## config.mk

```make
export PLATFORM = sky130hd
export DESIGN_NAME = smrf_top
export DESIGN_NICKNAME = d
export VERILOG_FILES = /design/src/smrf_pkg.sv /design/src/smrf_top.sv
export SDC_FILE = /design/constraint.sdc
export NUM_CORES = 1
export LEC_CHECK = 0
export BUFFER_PORTS_ARGS = -buffer_cell sky130_fd_sc_hd__buf_2
export CAP_MARGIN = 20
export CORE_ASPECT_RATIO = 0.5
export CORE_UTILIZATION = 39
export CTS_BUF_LIST = sky130_fd_sc_hd__clkbuf_8
export DETAILED_ROUTE_END_ITERATION = 12
export SLEW_MARGIN = 20
export SYNTH_ARGS = -nofsm -noshare
export SYNTH_HDL_FRONTEND = slang
export SYNTH_SLANG_ARGS = --single-unit
```

## constraint.sdc

```tcl
create_clock -name clk_sys -period 2.5 [get_ports clk_sys]
set_clock_uncertainty 0.2 [all_clocks]
set_input_delay 0.5 -clock clk_sys [delete_from_list [all_inputs] [get_ports clk_sys]]
set_output_delay 0.5 -clock clk_sys [all_outputs]
set_load 0.05 [all_outputs]
```

## src/smrf_pkg.sv

```systemverilog
// shared constants and types for the mode register three/four feature block
package smrf_pkg;
   // ***********************************************
   // mode register set field layout
   // ***********************************************
   localparam int          MRS_W         = 22;
   localparam int          SEL_HI        = 20;
   localparam int          SEL_LO        = 18;
   localparam logic [2:0]  SEL_MR3       = 3'h3;
   localparam logic [2:0]  SEL_MR4       = 3'h4;
   localparam logic [2:0]  SEL_DNU       = 3'h7;
   // third register fields
   localparam int          MR3_FMT_HI    = 12;
   localparam int          MR3_FMT_LO    = 11;
   localparam int          MR3_WCL_HI    = 10;
   localparam int          MR3_WCL_LO    = 9;
   localparam int          MR3_TSS       = 5;
   localparam int          MR3_PDA       = 4;
   localparam int          MR3_GEAR      = 3;
   localparam int          MR3_MPR       = 2;
   localparam int          MR3_PAGE_HI   = 1;
   localparam int          MR3_PAGE_LO   = 0;
   // fourth register fields
   localparam int          MR4_HARD_ROW_REPAIR      = 13;
   localparam int          MR4_WPRE      = 12;
   localparam int          MR4_RPRE      = 11;
   localparam int          MR4_RPT       = 10;
   localparam int          MR4_SRA       = 9;
   localparam int          MR4_CAL_HI    = 8;
   localparam int          MR4_CAL_LO    = 6;
   localparam int          MR4_SOFT_ROW_REPAIR      = 5;
   localparam int          MR4_VREFMON   = 4;
   localparam int          MR4_TCR       = 3;
   localparam int          MR4_TCR_EXT   = 2;
   localparam int          MR4_MPS       = 1;
   localparam logic [21:0] MR4_RSVD_MASK = 22'h220001;
   localparam logic [21:0] MR4_RESET     = 22'h000000;
   localparam logic [21:0] MR3_RESET     = 22'h000000;
   // ***********************************************
   // timing
   // ***********************************************
   localparam int          CLK_HZ        = 20_000_000;
   localparam int          TEMP_MS       = 32;
   localparam int          TEMP_CYC      = TEMP_MS * (CLK_HZ / 1000);
   localparam int          CNT_W         = 24;
   localparam logic [2:0]  PAGE_TEMP     = 3'h2;
   // readout state
   typedef enum logic [0:0] {SMRF_NORMAL, SMRF_PATTERN} smrf_mode_type;
endpackage

```

## src/smrf_top.sv

```systemverilog
// command decoder and mode register three/four feature logic
`timescale 1ns/100ps
module smrf_top #(
   parameter int TEMP_CYCLES = smrf_pkg::TEMP_CYC
) (
   input  wire logic        clk_sys,
   input  wire logic        rst,
   input  wire logic        cs_n,
   input  wire logic        act_n,
   input  wire logic        ras_n,
   input  wire logic        cas_n,
   input  wire logic        we_n,
   input  wire logic [21:0] mrs_addr,
   input  wire logic        pda_select,
   input  wire logic        sync_pulse,
   input  wire logic [1:0]  temp_status,
   output logic [21:0]      feature_mode_reg_four,
   output logic [21:0]      mode_reg_three,
   output logic             multi_purpose_pattern_reg,
   output logic [1:0]       pattern_read_format,
   output logic [1:0]       pattern_page,
   output logic [1:0]       crc_mask_write_cmd_latency,
   output logic             quarter_rate_clocking,
   output logic             rd_data_valid,
   output logic [7:0]       rd_data,
   output logic             hard_row_repair,
   output logic             soft_row_repair,
   output logic             write_preamble_2ck,
   output logic             read_preamble_2ck,
   output logic             preamble_training,
   output logic             self_refresh_abort,
   output logic [3:0]       cmd_addr_latency,
   output logic             vref_monitor,
   output logic             temp_ctrl_refresh,
   output logic             temp_range_ext,
   output logic             max_power_save,
   output logic             dnu_seen
);
   // ***********************************************
   // state
   // ***********************************************
   typedef struct packed {
      logic [21:0]           mr3;
      logic [21:0]           mr4;
      smrf_pkg::smrf_mode_type mode;
      logic                  gear_pend;
      logic                  quarter;
      logic [1:0]            temp;
      logic [23:0]           tcnt;
      logic                  rvalid;
      logic [7:0]            rdata;
      logic                  do_not_use_code;
      logic [3:0]            cal;
   } smrf_state_type;

   smrf_state_type st_r;
   smrf_state_type st_nxt;
   logic           mrs_cmd;
   logic           rd_cmd;
   logic           act_ok;
   logic [2:0]     sel;
   logic [21:0]    rd_reg;

   // ***********************************************
   // command decode
   // ***********************************************
   // mrs decode
   assign mrs_cmd = !cs_n && act_n && !ras_n && !cas_n && !we_n;
   assign rd_cmd  = !cs_n && act_n && ras_n && !cas_n && we_n;
   assign act_ok  = !st_r.mr3[smrf_pkg::MR3_PDA] || pda_select;
   assign sel     = mrs_addr[smrf_pkg::SEL_HI:smrf_pkg::SEL_LO];

   // register picked by read address bits 2:0
   always_comb
   begin
      rd_reg = 22'h000000;
      unique case (mrs_addr[2:0])
         smrf_pkg::SEL_MR3: rd_reg = st_r.mr3;
         smrf_pkg::SEL_MR4: rd_reg = st_r.mr4;
         default:           rd_reg = 22'h000000;
      endcase
   end

   // ***********************************************
   // next state
   // ***********************************************
   always_comb
   begin
      st_nxt        = st_r;
      st_nxt.rvalid = 1'b0;
      st_nxt.do_not_use_code    = 1'b0;
      if (st_r.tcnt >= 24'(TEMP_CYCLES - 1))
      begin
         st_nxt.tcnt = 24'h000000;
         if (st_r.mr3[smrf_pkg::MR3_TSS])
            st_nxt.temp = temp_status;
      end
      else
         st_nxt.tcnt = st_r.tcnt + 24'h000001;
      if (mrs_cmd && act_ok)
      begin
         if (sel == smrf_pkg::SEL_DNU)
            st_nxt.do_not_use_code = 1'b1;
         else if (sel == smrf_pkg::SEL_MR4)
            st_nxt.mr4 = mrs_addr & ~smrf_pkg::MR4_RSVD_MASK;
         else if (sel == smrf_pkg::SEL_MR3)
         begin
            st_nxt.mr3 = mrs_addr;
            st_nxt.mode = mrs_addr[smrf_pkg::MR3_MPR] ?
                          smrf_pkg::SMRF_PATTERN : smrf_pkg::SMRF_NORMAL;
            // gear-down arm, half rate on clear
            st_nxt.gear_pend = mrs_addr[smrf_pkg::MR3_GEAR];
            if (!mrs_addr[smrf_pkg::MR3_GEAR])
               st_nxt.quarter = 1'b0;
         end
      end
      if (st_r.gear_pend && sync_pulse)
      begin
         st_nxt.quarter   = 1'b1;
         st_nxt.gear_pend = 1'b0;
      end
      if (rd_cmd && act_ok && st_r.mode == smrf_pkg::SMRF_PATTERN)
      begin
         st_nxt.rvalid = 1'b1;
         if (mrs_addr[3])
            st_nxt.rdata = {2'h0, rd_reg[21:16]};
         else if (mrs_addr[4])
            st_nxt.rdata = rd_reg[15:8];
         else
            st_nxt.rdata = rd_reg[7:0];
         // temperature bits on page 2 location 0
         if (st_r.mr3[1:0] == smrf_pkg::PAGE_TEMP[1:0] &&
             mrs_addr[1:0] == 2'h0)
            st_nxt.rdata = {3'h0, st_r.temp, 3'h0};
      end
      // latency clocks, registered together with the field
      unique case (st_nxt.mr4[smrf_pkg::MR4_CAL_HI:smrf_pkg::MR4_CAL_LO])
         3'h1:    st_nxt.cal = 4'h3;
         3'h2:    st_nxt.cal = 4'h4;
         3'h3:    st_nxt.cal = 4'h5;
         3'h4:    st_nxt.cal = 4'h6;
         3'h6:    st_nxt.cal = 4'h8;
         default: st_nxt.cal = 4'h0;
      endcase
   end

   // reset clears everything including pattern mode
   always_ff @(posedge clk_sys)
   begin
      if (rst)
      begin
         st_r           <= '0;
         st_r.mr3       <= smrf_pkg::MR3_RESET;
         st_r.mr4       <= smrf_pkg::MR4_RESET;
         st_r.mode      <= smrf_pkg::SMRF_NORMAL;
      end
      else
         st_r <= st_nxt;
   end

   // ***********************************************
   // outputs straight from state
   // ***********************************************
   assign feature_mode_reg_four = st_r.mr4;
   assign mode_reg_three        = st_r.mr3;
   assign multi_purpose_pattern_reg = st_r.mode == smrf_pkg::SMRF_PATTERN;
   assign pattern_read_format   = st_r.mr3[12:11];
   assign pattern_page          = st_r.mr3[1:0];
   assign crc_mask_write_cmd_latency = st_r.mr3[10:9];
   assign quarter_rate_clocking = st_r.quarter;
   assign rd_data_valid         = st_r.rvalid;
   assign rd_data               = st_r.rdata;
   assign hard_row_repair       = st_r.mr4[smrf_pkg::MR4_HARD_ROW_REPAIR];
   assign soft_row_repair       = st_r.mr4[smrf_pkg::MR4_SOFT_ROW_REPAIR];
   assign write_preamble_2ck    = st_r.mr4[smrf_pkg::MR4_WPRE];
   assign read_preamble_2ck     = st_r.mr4[smrf_pkg::MR4_RPRE];
   assign preamble_training     = st_r.mr4[smrf_pkg::MR4_RPT];
   assign self_refresh_abort    = st_r.mr4[smrf_pkg::MR4_SRA];
   assign vref_monitor          = st_r.mr4[smrf_pkg::MR4_VREFMON];
   assign temp_ctrl_refresh     = st_r.mr4[smrf_pkg::MR4_TCR];
   assign temp_range_ext        = st_r.mr4[smrf_pkg::MR4_TCR_EXT];
   assign max_power_save        = st_r.mr4[smrf_pkg::MR4_MPS];
   assign dnu_seen              = st_r.do_not_use_code;

   assign cmd_addr_latency      = st_r.cal;
endmodule

```

=== Yosys cells after proc, flatten, opt, wreduce, memory -nomap -nowiden ===
Cells that the tools add are included.

* Reduce and logical (&&, ||, !) cells: 28
* Order comparisons: 1
* Mux-type cells: 15
* Bitwise gates (word level): 3
* $add $sub $neg: 1
* Equal/unequal tests: 14

{| class="wikitable"
|+ Operators with widths
! cell !! count
|-
| 22-bit case mux with 2 select lines || 1
|-
| 24-bit by 1-bit adder with 24-bit output (second input constant) || 1
|-
| 24-bit by 20-bit >= comparator with 1-bit output (second input constant) || 1
|-
| 12-bit two-way mux || 2
|-
| 8-bit two-way mux || 3
|-
| 4-bit case mux with 5 select lines || 1
|-
| 9-bit two-way mux || 2
|-
| 3-bit == test (second input constant) || 5
|-
| 3-bit by 2-bit == test with 1-bit output (second input constant) || 4
|-
| 1-bit logical AND || 12
|-
| 3-bit two-way mux || 2
|-
| 2-bit by 1-bit inequality test with 1-bit output (second input constant) || 3
|-
| 2-bit OR reduction || 3
|-
| 1-bit zero test || 5
|-
| 5-bit AND reduction || 1
|-
| 1-bit two-way mux || 4
|-
| 4-bit AND reduction || 1
|-
| 2-bit nonzero test || 2
|-
| 3-bit by 1-bit == test with 1-bit output (second input constant) || 1
|-
| 1-bit NOT || 3
|-
| 3-bit AND reduction || 1
|-
| 2-bit == test (second input constant) || 1
|-
| 2-bit zero test || 1
|-
| 2-bit AND reduction || 1
|-
| 1-bit logical OR || 1
|}

* Output and inout bits: 76
* Input bits: 33
* Word-level logic and storage cells: 74
* Bits in registers: 84

=== Logic depth before layout (Yosys ltp) ===
Gate-level depths: netlist of the first run.

* Word-level depth: 9
* Gate-level depth with buffers: 6
* Mapped depth without buffers: 5

=== Worst setup path after synthesis of the first run ===
Ideal clock, no wire load.

* Path type: input -> register
* Start point: input port cs_n
* End point: register st_r (netlist bit cmd_addr_latency[0])
* Data arrival time: 1.665 ns
* Path buffers: 0
* Library setup time: 0.070 ns
* Path slack: 0.565 ns
* Data required time: 2.230 ns
* Stages: 4
* Cell sequence: nor3b_2 nand4_2 or3b_2 a21oi_1

* Word-level cells in the longest chain between the ends: 9
* Elaborated cells between the ends (all ways): 13
* Those cells by class: 5 x eq/ne; 2 x mux; 6 x reduce/logical

{| class="wikitable"
|+ Ends and longest elaborated chain
! item !! RTL line !! text
|-
| start, declared || smrf_top.sv:8 || <nowiki>input wire logic cs_n,</nowiki>
|-
| 1-bit zero test (*) || smrf_top.sv:68 || <nowiki>assign mrs_cmd = !cs_n && act_n && !ras_n && !cas_n && !we_n;</nowiki>
|-
| 1-bit logical AND (*) (4 in series) || smrf_top.sv:68 ||
|-
| 1-bit logical AND (*) || smrf_top.sv:100 || <nowiki>if (mrs_cmd && act_ok)</nowiki>
|-
| 12-bit two-way mux (*) || smrf_top.sv:100 ||
|-
| 3-bit == test, or another cell as far along || smrf_top.sv:137 || <nowiki>unique case (st_nxt.mr4[smrf_pkg::MR4_CAL_HI:smrf_pkg::MR4_CAL_LO])</nowiki>
|-
| 4-bit case mux with 5 select lines (*) || smrf_top.sv:137 ||
|-
| end signal, assigned || smrf_top.sv:158 || <nowiki>st_r <= st_nxt;</nowiki>
|-
| end, declared || smrf_top.sv:56 || <nowiki>smrf_state_type st_r;</nowiki>
|}

Every way passes the cells marked *; elsewhere a longest branch is shown, timed or not. The select of a mux whose other input is x is not followed.
A chain may end at the register's enable or synchronous reset.

=== Worst setup path in the final report of the first run ===
* Start point: register st_r[14] (netlist bit)
* End point: register st_r[23] (netlist bit)

* Word-level cells in the longest chain between the ends: 2
* Elaborated cells between the ends (all ways): 3
* Those cells by class: 1 x add/sub; 1 x order compare; 1 x reduce/logical

{| class="wikitable"
|+ Ends and longest elaborated chain
! item !! RTL line !! text
|-
| 24-bit by 20-bit >= comparator with 1-bit output || smrf_top.sv:92 || <nowiki>if (st_r.tcnt >= 24'(TEMP_CYCLES - 1))</nowiki>
|-
| 2-bit OR reduction (no line) || - ||
|}

Parallel ways exist; a longest one is shown, timed or not.

==> results.json, run 1 <==
{
  "swShare_pct": 22.8,
  "drive_gt1_share_pct": 27.2,
  "clockBufferDepth": 2,
  "async_flop_share_pct": 0,
  "cts-resized-gates": 0,
  "slew_headroom_pct": 63.6,
  "status": "complete, no violations",
  "nFillCells": 982,
  "intPower_uw": 1920,
  "synth.area.top_cells": "dfxtp_1 (41%), buf_4 (12%), mux2i_1 (5.4%)",
  "p_per_area_mw_per_mm2": 556,
  "fin_nets": 543,
  "max_freq_ghz": 0.507,
  "tritoncts": "done",
  "place.gp.congestion": 0.777,
  "hold_viol": 0,
  "core-area_mm2": 0.00976,
  "hpwl_mm": 6.68,
  "fin_area_mm2": 0.00448,
  "setup_viol": 0,
  "r2r_start": "st_r[14]",
  "drt_wl_total_mm": 9.47,
  "grt_max_degree": 29,
  "dieArea_mm2": 0.0108,
  "min_period_ps": 1970,
  "drv_cap": 0,
  "post-cts-setup-buffers": 0,
  "final_common_cell": "buf_2",
  "via_count": 3262,
  "placed_cell_area_mm2": 0.00428,
  "crit_type": "reg2reg",
  "max-vdd-ir-drop_v": 0.000236,
  "yosys.cell_types.count": 59,
  "grt_pass1_wl_mm": 14.7,
  "grt_usage_pct": 17.6,
  "finalMaxSlewViolations": 0,
  "p_seq_share_pct": 53.3,
  "arrival_ps": 2020,
  "synth_top_area_share_pct": 41.1,
  "ctsHtreeMaxLevel": 3,
  "drt_iter0_drc": 175,
  "io_buffers": 105,
  "first_pass_iters": 4,
  "hold_buffers": 0,
  "path_clk_slew_ps": 80,
  "final_cell_mix": "buf_2 (105), dfxtp_1 (83), nand2_1 (49)",
  "switchingPower_uw": 567,
  "fp-row-count": 25,
  "diodes": 0,
  "synth_flop_cell": "dfxtp_1",
  "die_y_um": 74.0,
  "ys_seq_elements": 83,
  "wl_per_cell_um": 14.6,
  "cts.sinks": 83,
  "setup.worst_path.start_class": "flip-flop",
  "startpoint": "st_r[14]",
  "synth-edff-count": 0,
  "path_buf_inv": 1,
  "clkPwrFrac_pct": 41.2,
  "netlist.top_cell.by_area": "dfxtp_1",
  "grt_overflow": 0,
  "end_kind": "flip-flop",
  "multi_input_area_mm2": 0.00180,
  "tightest_slew_ps": 541,
  "mappedNetlistArea_mm2": 0.00404,
  "cp_slowest_cell": "a311o_1",
  "insertion_delay_ps": 350,
  "regArea_mm2": 0.00166,
  "syn_inst": 464,
  "initial_core_util_pct": 41.4,
  "viasPerCell": 5.03,
  "antenna_left": 0,
  "syn_area_per_cell_um2": 8.72,
  "drc": 0,
  "critPathMaxStageDelay_ps": 360,
  "io_pins": 109,
  "chipWidth_um": 146,
  "yosys_warnings": 0,
  "cp.required_ps": 2540,
  "cp_max_fo": 17,
  "path_cells": "ha_1, nand2_1, o31ai_1, a311o_1, buf_12, nor2_1",
  "tns_ps": 0,
  "cts_made_buffers": 9,
  "hold_class": "in2reg",
  "syn2layout_area_growth_pct": 10.9,
  "p_leak_uw": 0.00199,
  "critical-path-top-delay-family": "compound AO/OA/AOI/OAI gates",
  "rsz0062_at_grt": "false",
  "antenna_found_initial": 0,
  "fin_crit_sh_pct": 78.9,
  "comb_power_share_pct": 5.5,
  "cts-root-buf": "clkbuf_8",
  "min_from": "mrs_addr[17]",
  "seq_area_frac_synth_pct": 41.1,
  "grt_pass1_vias": 2845
}
-- power groups by stage --
stage | combinational [uW] | sequential, uW | clock [uW]
5_1_grt | 149 | 1330 | 1120
2_1_floorplan | 82.1 | 1360 | 0
4_1_cts | 137 | 1330 | 1060
3_5_place_dp | 136 | 1360 | 0
3_3_place_gp | 136 | 1360 | 0
6_report | 137 | 1330 | 1030
-- metrics by stage --
stage | setup WS [ps] | utilization, % | hold WS, ps | instances | total power, uW
3_3_place_gp | 328 | 43.8 | 232 | 633 | 1500
5_1_grt | 380 | 45.9 | 179 | 649 | 2600
4_1_cts | 480 | 45.9 | 170 | 649 | 2520
6_report | 527 | 45.9 | 186 | 649 | 2490
3_5_place_dp | 293 | 43.8 | 240 | 633 | 1500
2_1_floorplan | 565 | - | 218 | 470 | 1440
-- synth_stat cells (2+ instances only) --
cell and number:
a22oi_1 2, nand2b_1 7, a21oi_1 30, nor4_1 5
nor2b_1 6, xnor2_1 12, a31o_2 2, a22o_1 4
mux2i_1 22, buf_1 2, inv_1 11, nor3b_1 5
o41ai_1 2, o21ai_0 7, o22ai_1 2, clkbuf_1 15
buf_4 62, and3_1 5, nand2_1 49, nor2_1 44
nor3_1 7, a21o_1 3, dfxtp_1 83, nor3b_2 2
o31ai_1 5, xor2_1 3, or4_1 2, a221oi_1 9
and3b_1 4, o2bb2ai_1 2, o32ai_1 2, a211o_1 2
buf_2 7, nand3_1 8, nand4_1 7
-- sequential cells by signal, indices dropped and copies added, names as in the netlist --
register               flops
cmd_addr_latency           4
quarter_rate_clocking      1
rd_data_valid              1
st_r                      27
dnu_seen                   1
feature_mode_reg_four     19
rd_data                    8
mode_reg_three            22
-- layer usage --
metal | global-route usage [%] | vias to the layer above | wire, um
met4 | 4.86 | 0 | 94
met3 | 5.28 | 9 | 494
met1 | 24.3 | 1546 | 4750
met2 | 27.0 | 75 | 4130
met5 | 0 | - | 0
li1 | - | 1632 | -
-- cell type report --
type | count | area share (%)
multi-input cells | 290 | 40.1
flip-flops and latches | 83 | 37.1
repair buffers | 114 | 13.5
well taps | 135 | 3.77
clock buffers | 9 | 2.76
clock inverters | 7 | 1.87
inverters | 11 | 0.921
-- path summary, 6_finish.rpt --
| check | cells past startpoint | slack (ps) | endpoint |
|---|---|---|---|
| worst max-delay path | 6 | 530 | st_r[23] |
| worst min register to register | 1 | 250 | st_r[14] |
| worst min-delay path | 3 | 190 | mode_reg_three[17] |
| worst max register to register | 6 | 530 | st_r[23] |
-- worst register-to-register path, stage by stage (launching register included) --
cell     delay [ps]
dfxtp_1         350
ha_1            200
nand2_1         160
o31ai_1         350
a311o_1         360
buf_12          190
nor2_1           60
-- cells by family (layout without fill, tap and decap cells) --
kind of cell | after synthesis | after routing | synth area share [%]
adder cells (fa/ha/maj) | 1 | 1 | 0.309
AND/OR/NAND/NOR | 165 | 165 | 21.3
XOR/XNOR | 15 | 15 | 3.25
multiplexers | 22 | 22 | 5.45
buffers and inverters | 97 | 141 | 15.0
AO/OA/AOI/OAI | 80 | 80 | 13.5
flip-flops | 83 | 83 | 41.1
other | 1 | 7 | 0.0927
No activity file was read; power rests on OpenSTA's default activity.
==> run 2, diff against run 1 <==
- ABC_AREA: not set -> 1
- clock period: 2.5 -> 1.65 ns (I/O delays scaled with it)
==> run 2 against run 1 <==
Compared with the run above:
- clock power rose by 36%
- worst setup slack worse by 500 ps
- via count rose by 15%
- register-to-register slack worse by 470 ps
- sequential share of layout area down 4.0 points
- hold slack got worse by 170 ps
- combinational power up 110%
- utilization is 2.5 points higher
- flip-flop and latch count stayed put
- sequential power grew 52%
- power increased by 48%
- die area up 6.1%
- critical endpoint is now mode_reg_three[2]
- highest routed layer unchanged
==> results.json, run 2 <==
{
  "drt_iter0_drc": 191,
  "setup_viol": 0,
  "end_kind": "output pin",
  "max_freq_ghz": 0.616,
  "drt-met1-wl_mm": 5.26,
  "tns_ps": 0,
  "final_cell_mix": "nand2_1 (119), buf_2 (94), dfxtp_1 (75)",
  "drc": 0,
  "first_pass_iters": 5,
  "async_flop_share_pct": 0,
  "yosys.cell_types.count": 37,
  "cts_made_buffers": 9,
  "tritoncts": "done",
  "drive_gt1_share_pct": 33.3,
  "fin_crit_sh_pct": 98.3,
  "hold_class": "in2reg",
  "dieArea_mm2": 0.0115,
  "setup.worst_path.start_class": "flip-flop",
  "max-vdd-ir-drop_v": 0.000313,
  "wl_per_cell_um": 13.5,
  "yosys_warnings": 0,
  "min_period_ps": 1620,
  "fin_nets": 683,
  "ys_seq_elements": 83,
  "mappedNetlistArea_mm2": 0.00430,
  "place.gp.congestion": 0.856,
  "syn_inst": 576,
  "hpwl_mm": 7.94,
  "clockBufferDepth": 2,
  "dr_wl_met2_mm": 4.82,
  "hold_viol": 0,
  "finalMaxSlewViolations": 0,
  "swShare_pct": 26.8,
  "die_y_um": 76.2,
  "timing.final.ws_setup_ps": 27.3,
  "synth_flop_cell": "dfxtp_1",
  "comb_power_share_pct": 7.7,
  "p_per_area_mw_per_mm2": 732,
  "final_common_cell": "nand2_1",
  "antenna_left": 0,
  "finish.cell_count_without_fillers": 794,
  "synth_top_area_share_pct": 38.7,
  "status": "complete, no violations",
  "grt_pass1_vias": 3372,
  "cp.required_ps": 1120,
  "top_layer": "met4",
  "dr_wl_met3_um": 569,
  "ctsHtreeMaxLevel": 3,
  "syn2layout_area_growth_pct": 17.7,
  "io_pins": 109,
  "synth_common_cells": "nand2_1 (122), dfxtp_1 (83), buf_4 (67)",
  "via_count": 3746,
  "synth.area.top_cells": "dfxtp_1 (39%), buf_4 (12%), nand2_1 (11%)",
  "rsz0062_at_grt": "true",
  "largest_reg_flops": 27,
  "antenna_found_initial": 0,
  "crit_type": "reg2out",
  "path_clk_slew_ps": 90,
  "insertion_delay_ps": 360,
  "synth-edff-count": 0,
  "initial_core_util_pct": 41.1,
  "drv_cap": 0,
  "switchingPower_uw": 992,
  "cts.sinks": 83,
  "total_power_uw": 3700,
  "regMostFlops": "st_r",
  "cts-root-buf": "clkbuf_8",
  "intPower_uw": 2710,
  "seq_area_frac_synth_pct": 38.7,
  "diodes": 0,
  "grt_overflow": 0,
  "placed_cells": 770,
  "pre_cts_ws_ps": 15.2,
  "grt_usage_pct": 19.0,
  "nFillCells": 1069,
  "p_seq_share_pct": 54.6,
  "clkPwrFrac_pct": 37.8,
  "grt_pass1_wl_mm": 17.0,
  "io_buffers": 105,
  "fp-row-count": 26,
  "arrival_ps": 1090,
  "drt_wl_total_mm": 10.7,
  "syn_area_per_cell_um2": 7.46,
  "synth_most_common_cell": "nand2_1",
  "viasPerCell": 4.72,
  "netlist.top_cell.by_area": "dfxtp_1",
  "cp_max_fo": 4,
  "core-area_mm2": 0.0104,
  "p_leak_uw": 0.00226,
  "grt_max_degree": 30,
  "chipWidth_um": 150
}
==> run 2: cell count changes in the layout (fill, tap and decap cells not counted), sizes merged, moves of 7 or more <==
cell / before / now
nand2: 49 / 130
nand2b: 7 / 0
buf: 114 / 123
o21ai: 7 / 21
nand4: 9 / 16
a221oi: 9 / 0
nor2: 44 / 75
inv: 12 / 47
nand3: 8 / 42
mux2i: 22 / 0
xnor2: 12 / 2
a21oi: 31 / 43
clkbuf: 9 / 21
==> run 2: layout make-up <==
type	instances	area (um2)	area share [%]
inverters	49	193	3.81
repair buffers	138	912	18.0
clock buffers	10	138	2.72
flip-flops and latches	83	1670	33.1
well taps	140	175	3.47
clock inverters	6	47.5	0.941
multi-input cells	368	1920	37.9
==> run 2: worst paths after layout <==
kind,endpoint,slack [ps],startpoint,cells past startpoint
worst max-delay path,mode_reg_three[2],30,mode_reg_three[2],2
worst min-delay path,mode_reg_three[17],20,mrs_addr[17],3
worst max register to register,st_r[30],60,st_r[20],8
worst min register to register,rd_data[7],270,rd_data[7],2
==> run 2: metal layers <==
layer	vias to the layer above	GRT usage (%)
met1	1708	26.3
met5	-	0
met2	94	29.4
met3	10	4.67
met4	0	4.24
li1	1934	-
==> run 2: through the flow <==
step                      utilization, %  hold slack (ps)  instance area [um2]
final                               48.4             15.1                 5050
after global routing                48.4             13.4                 5050
after CTS                           46.9             1.37                 4890
after detailed placement            44.7              256                 4670
after global placement              44.7              258                 4670
after floorplan                        -              217                 4320
==> run 2: cell families after synthesis <==
kind of cell | after synthesis | share of synthesized area, %
flops | 83 | 38.7
fa+ha+maj | 1 | 0.291
compound gates | 74 | 9.96
xor+xnor | 10 | 2.04
buf+inv | 131 | 18.4
other cells | 1 | 0.0873
simple gates | 276 | 30.5
==> run 2: repair_timing <==
item / in CTS / in global routing
hold buffers: 3 / 1
resized for setup: 3 / 26
setup buffers: 0 / 1
setup endpoints to repair: 4 / 33
gates cloned: 0 / 3
hold endpoints to repair: 3 / 1
pin swaps: 0 / 2
==> run 2: power groups by stage <==
| stage | registers, uW | clock network, uW | logic [uW] |
|---|---|---|---|
| floorplan | 2070 | 0 | 172 |
| global placement | 2060 | 0 | 268 |
| detailed placement | 2060 | 0 | 269 |
| CTS | 2020 | 1430 | 276 |
| global route | 2020 | 1530 | 309 |
| finish | 2020 | 1400 | 284 |
==> run 2: critical path: stages (launching register included) <==
cell and delay [ps]:
dfxtp_2 350, buf_4 130, buf_2 260
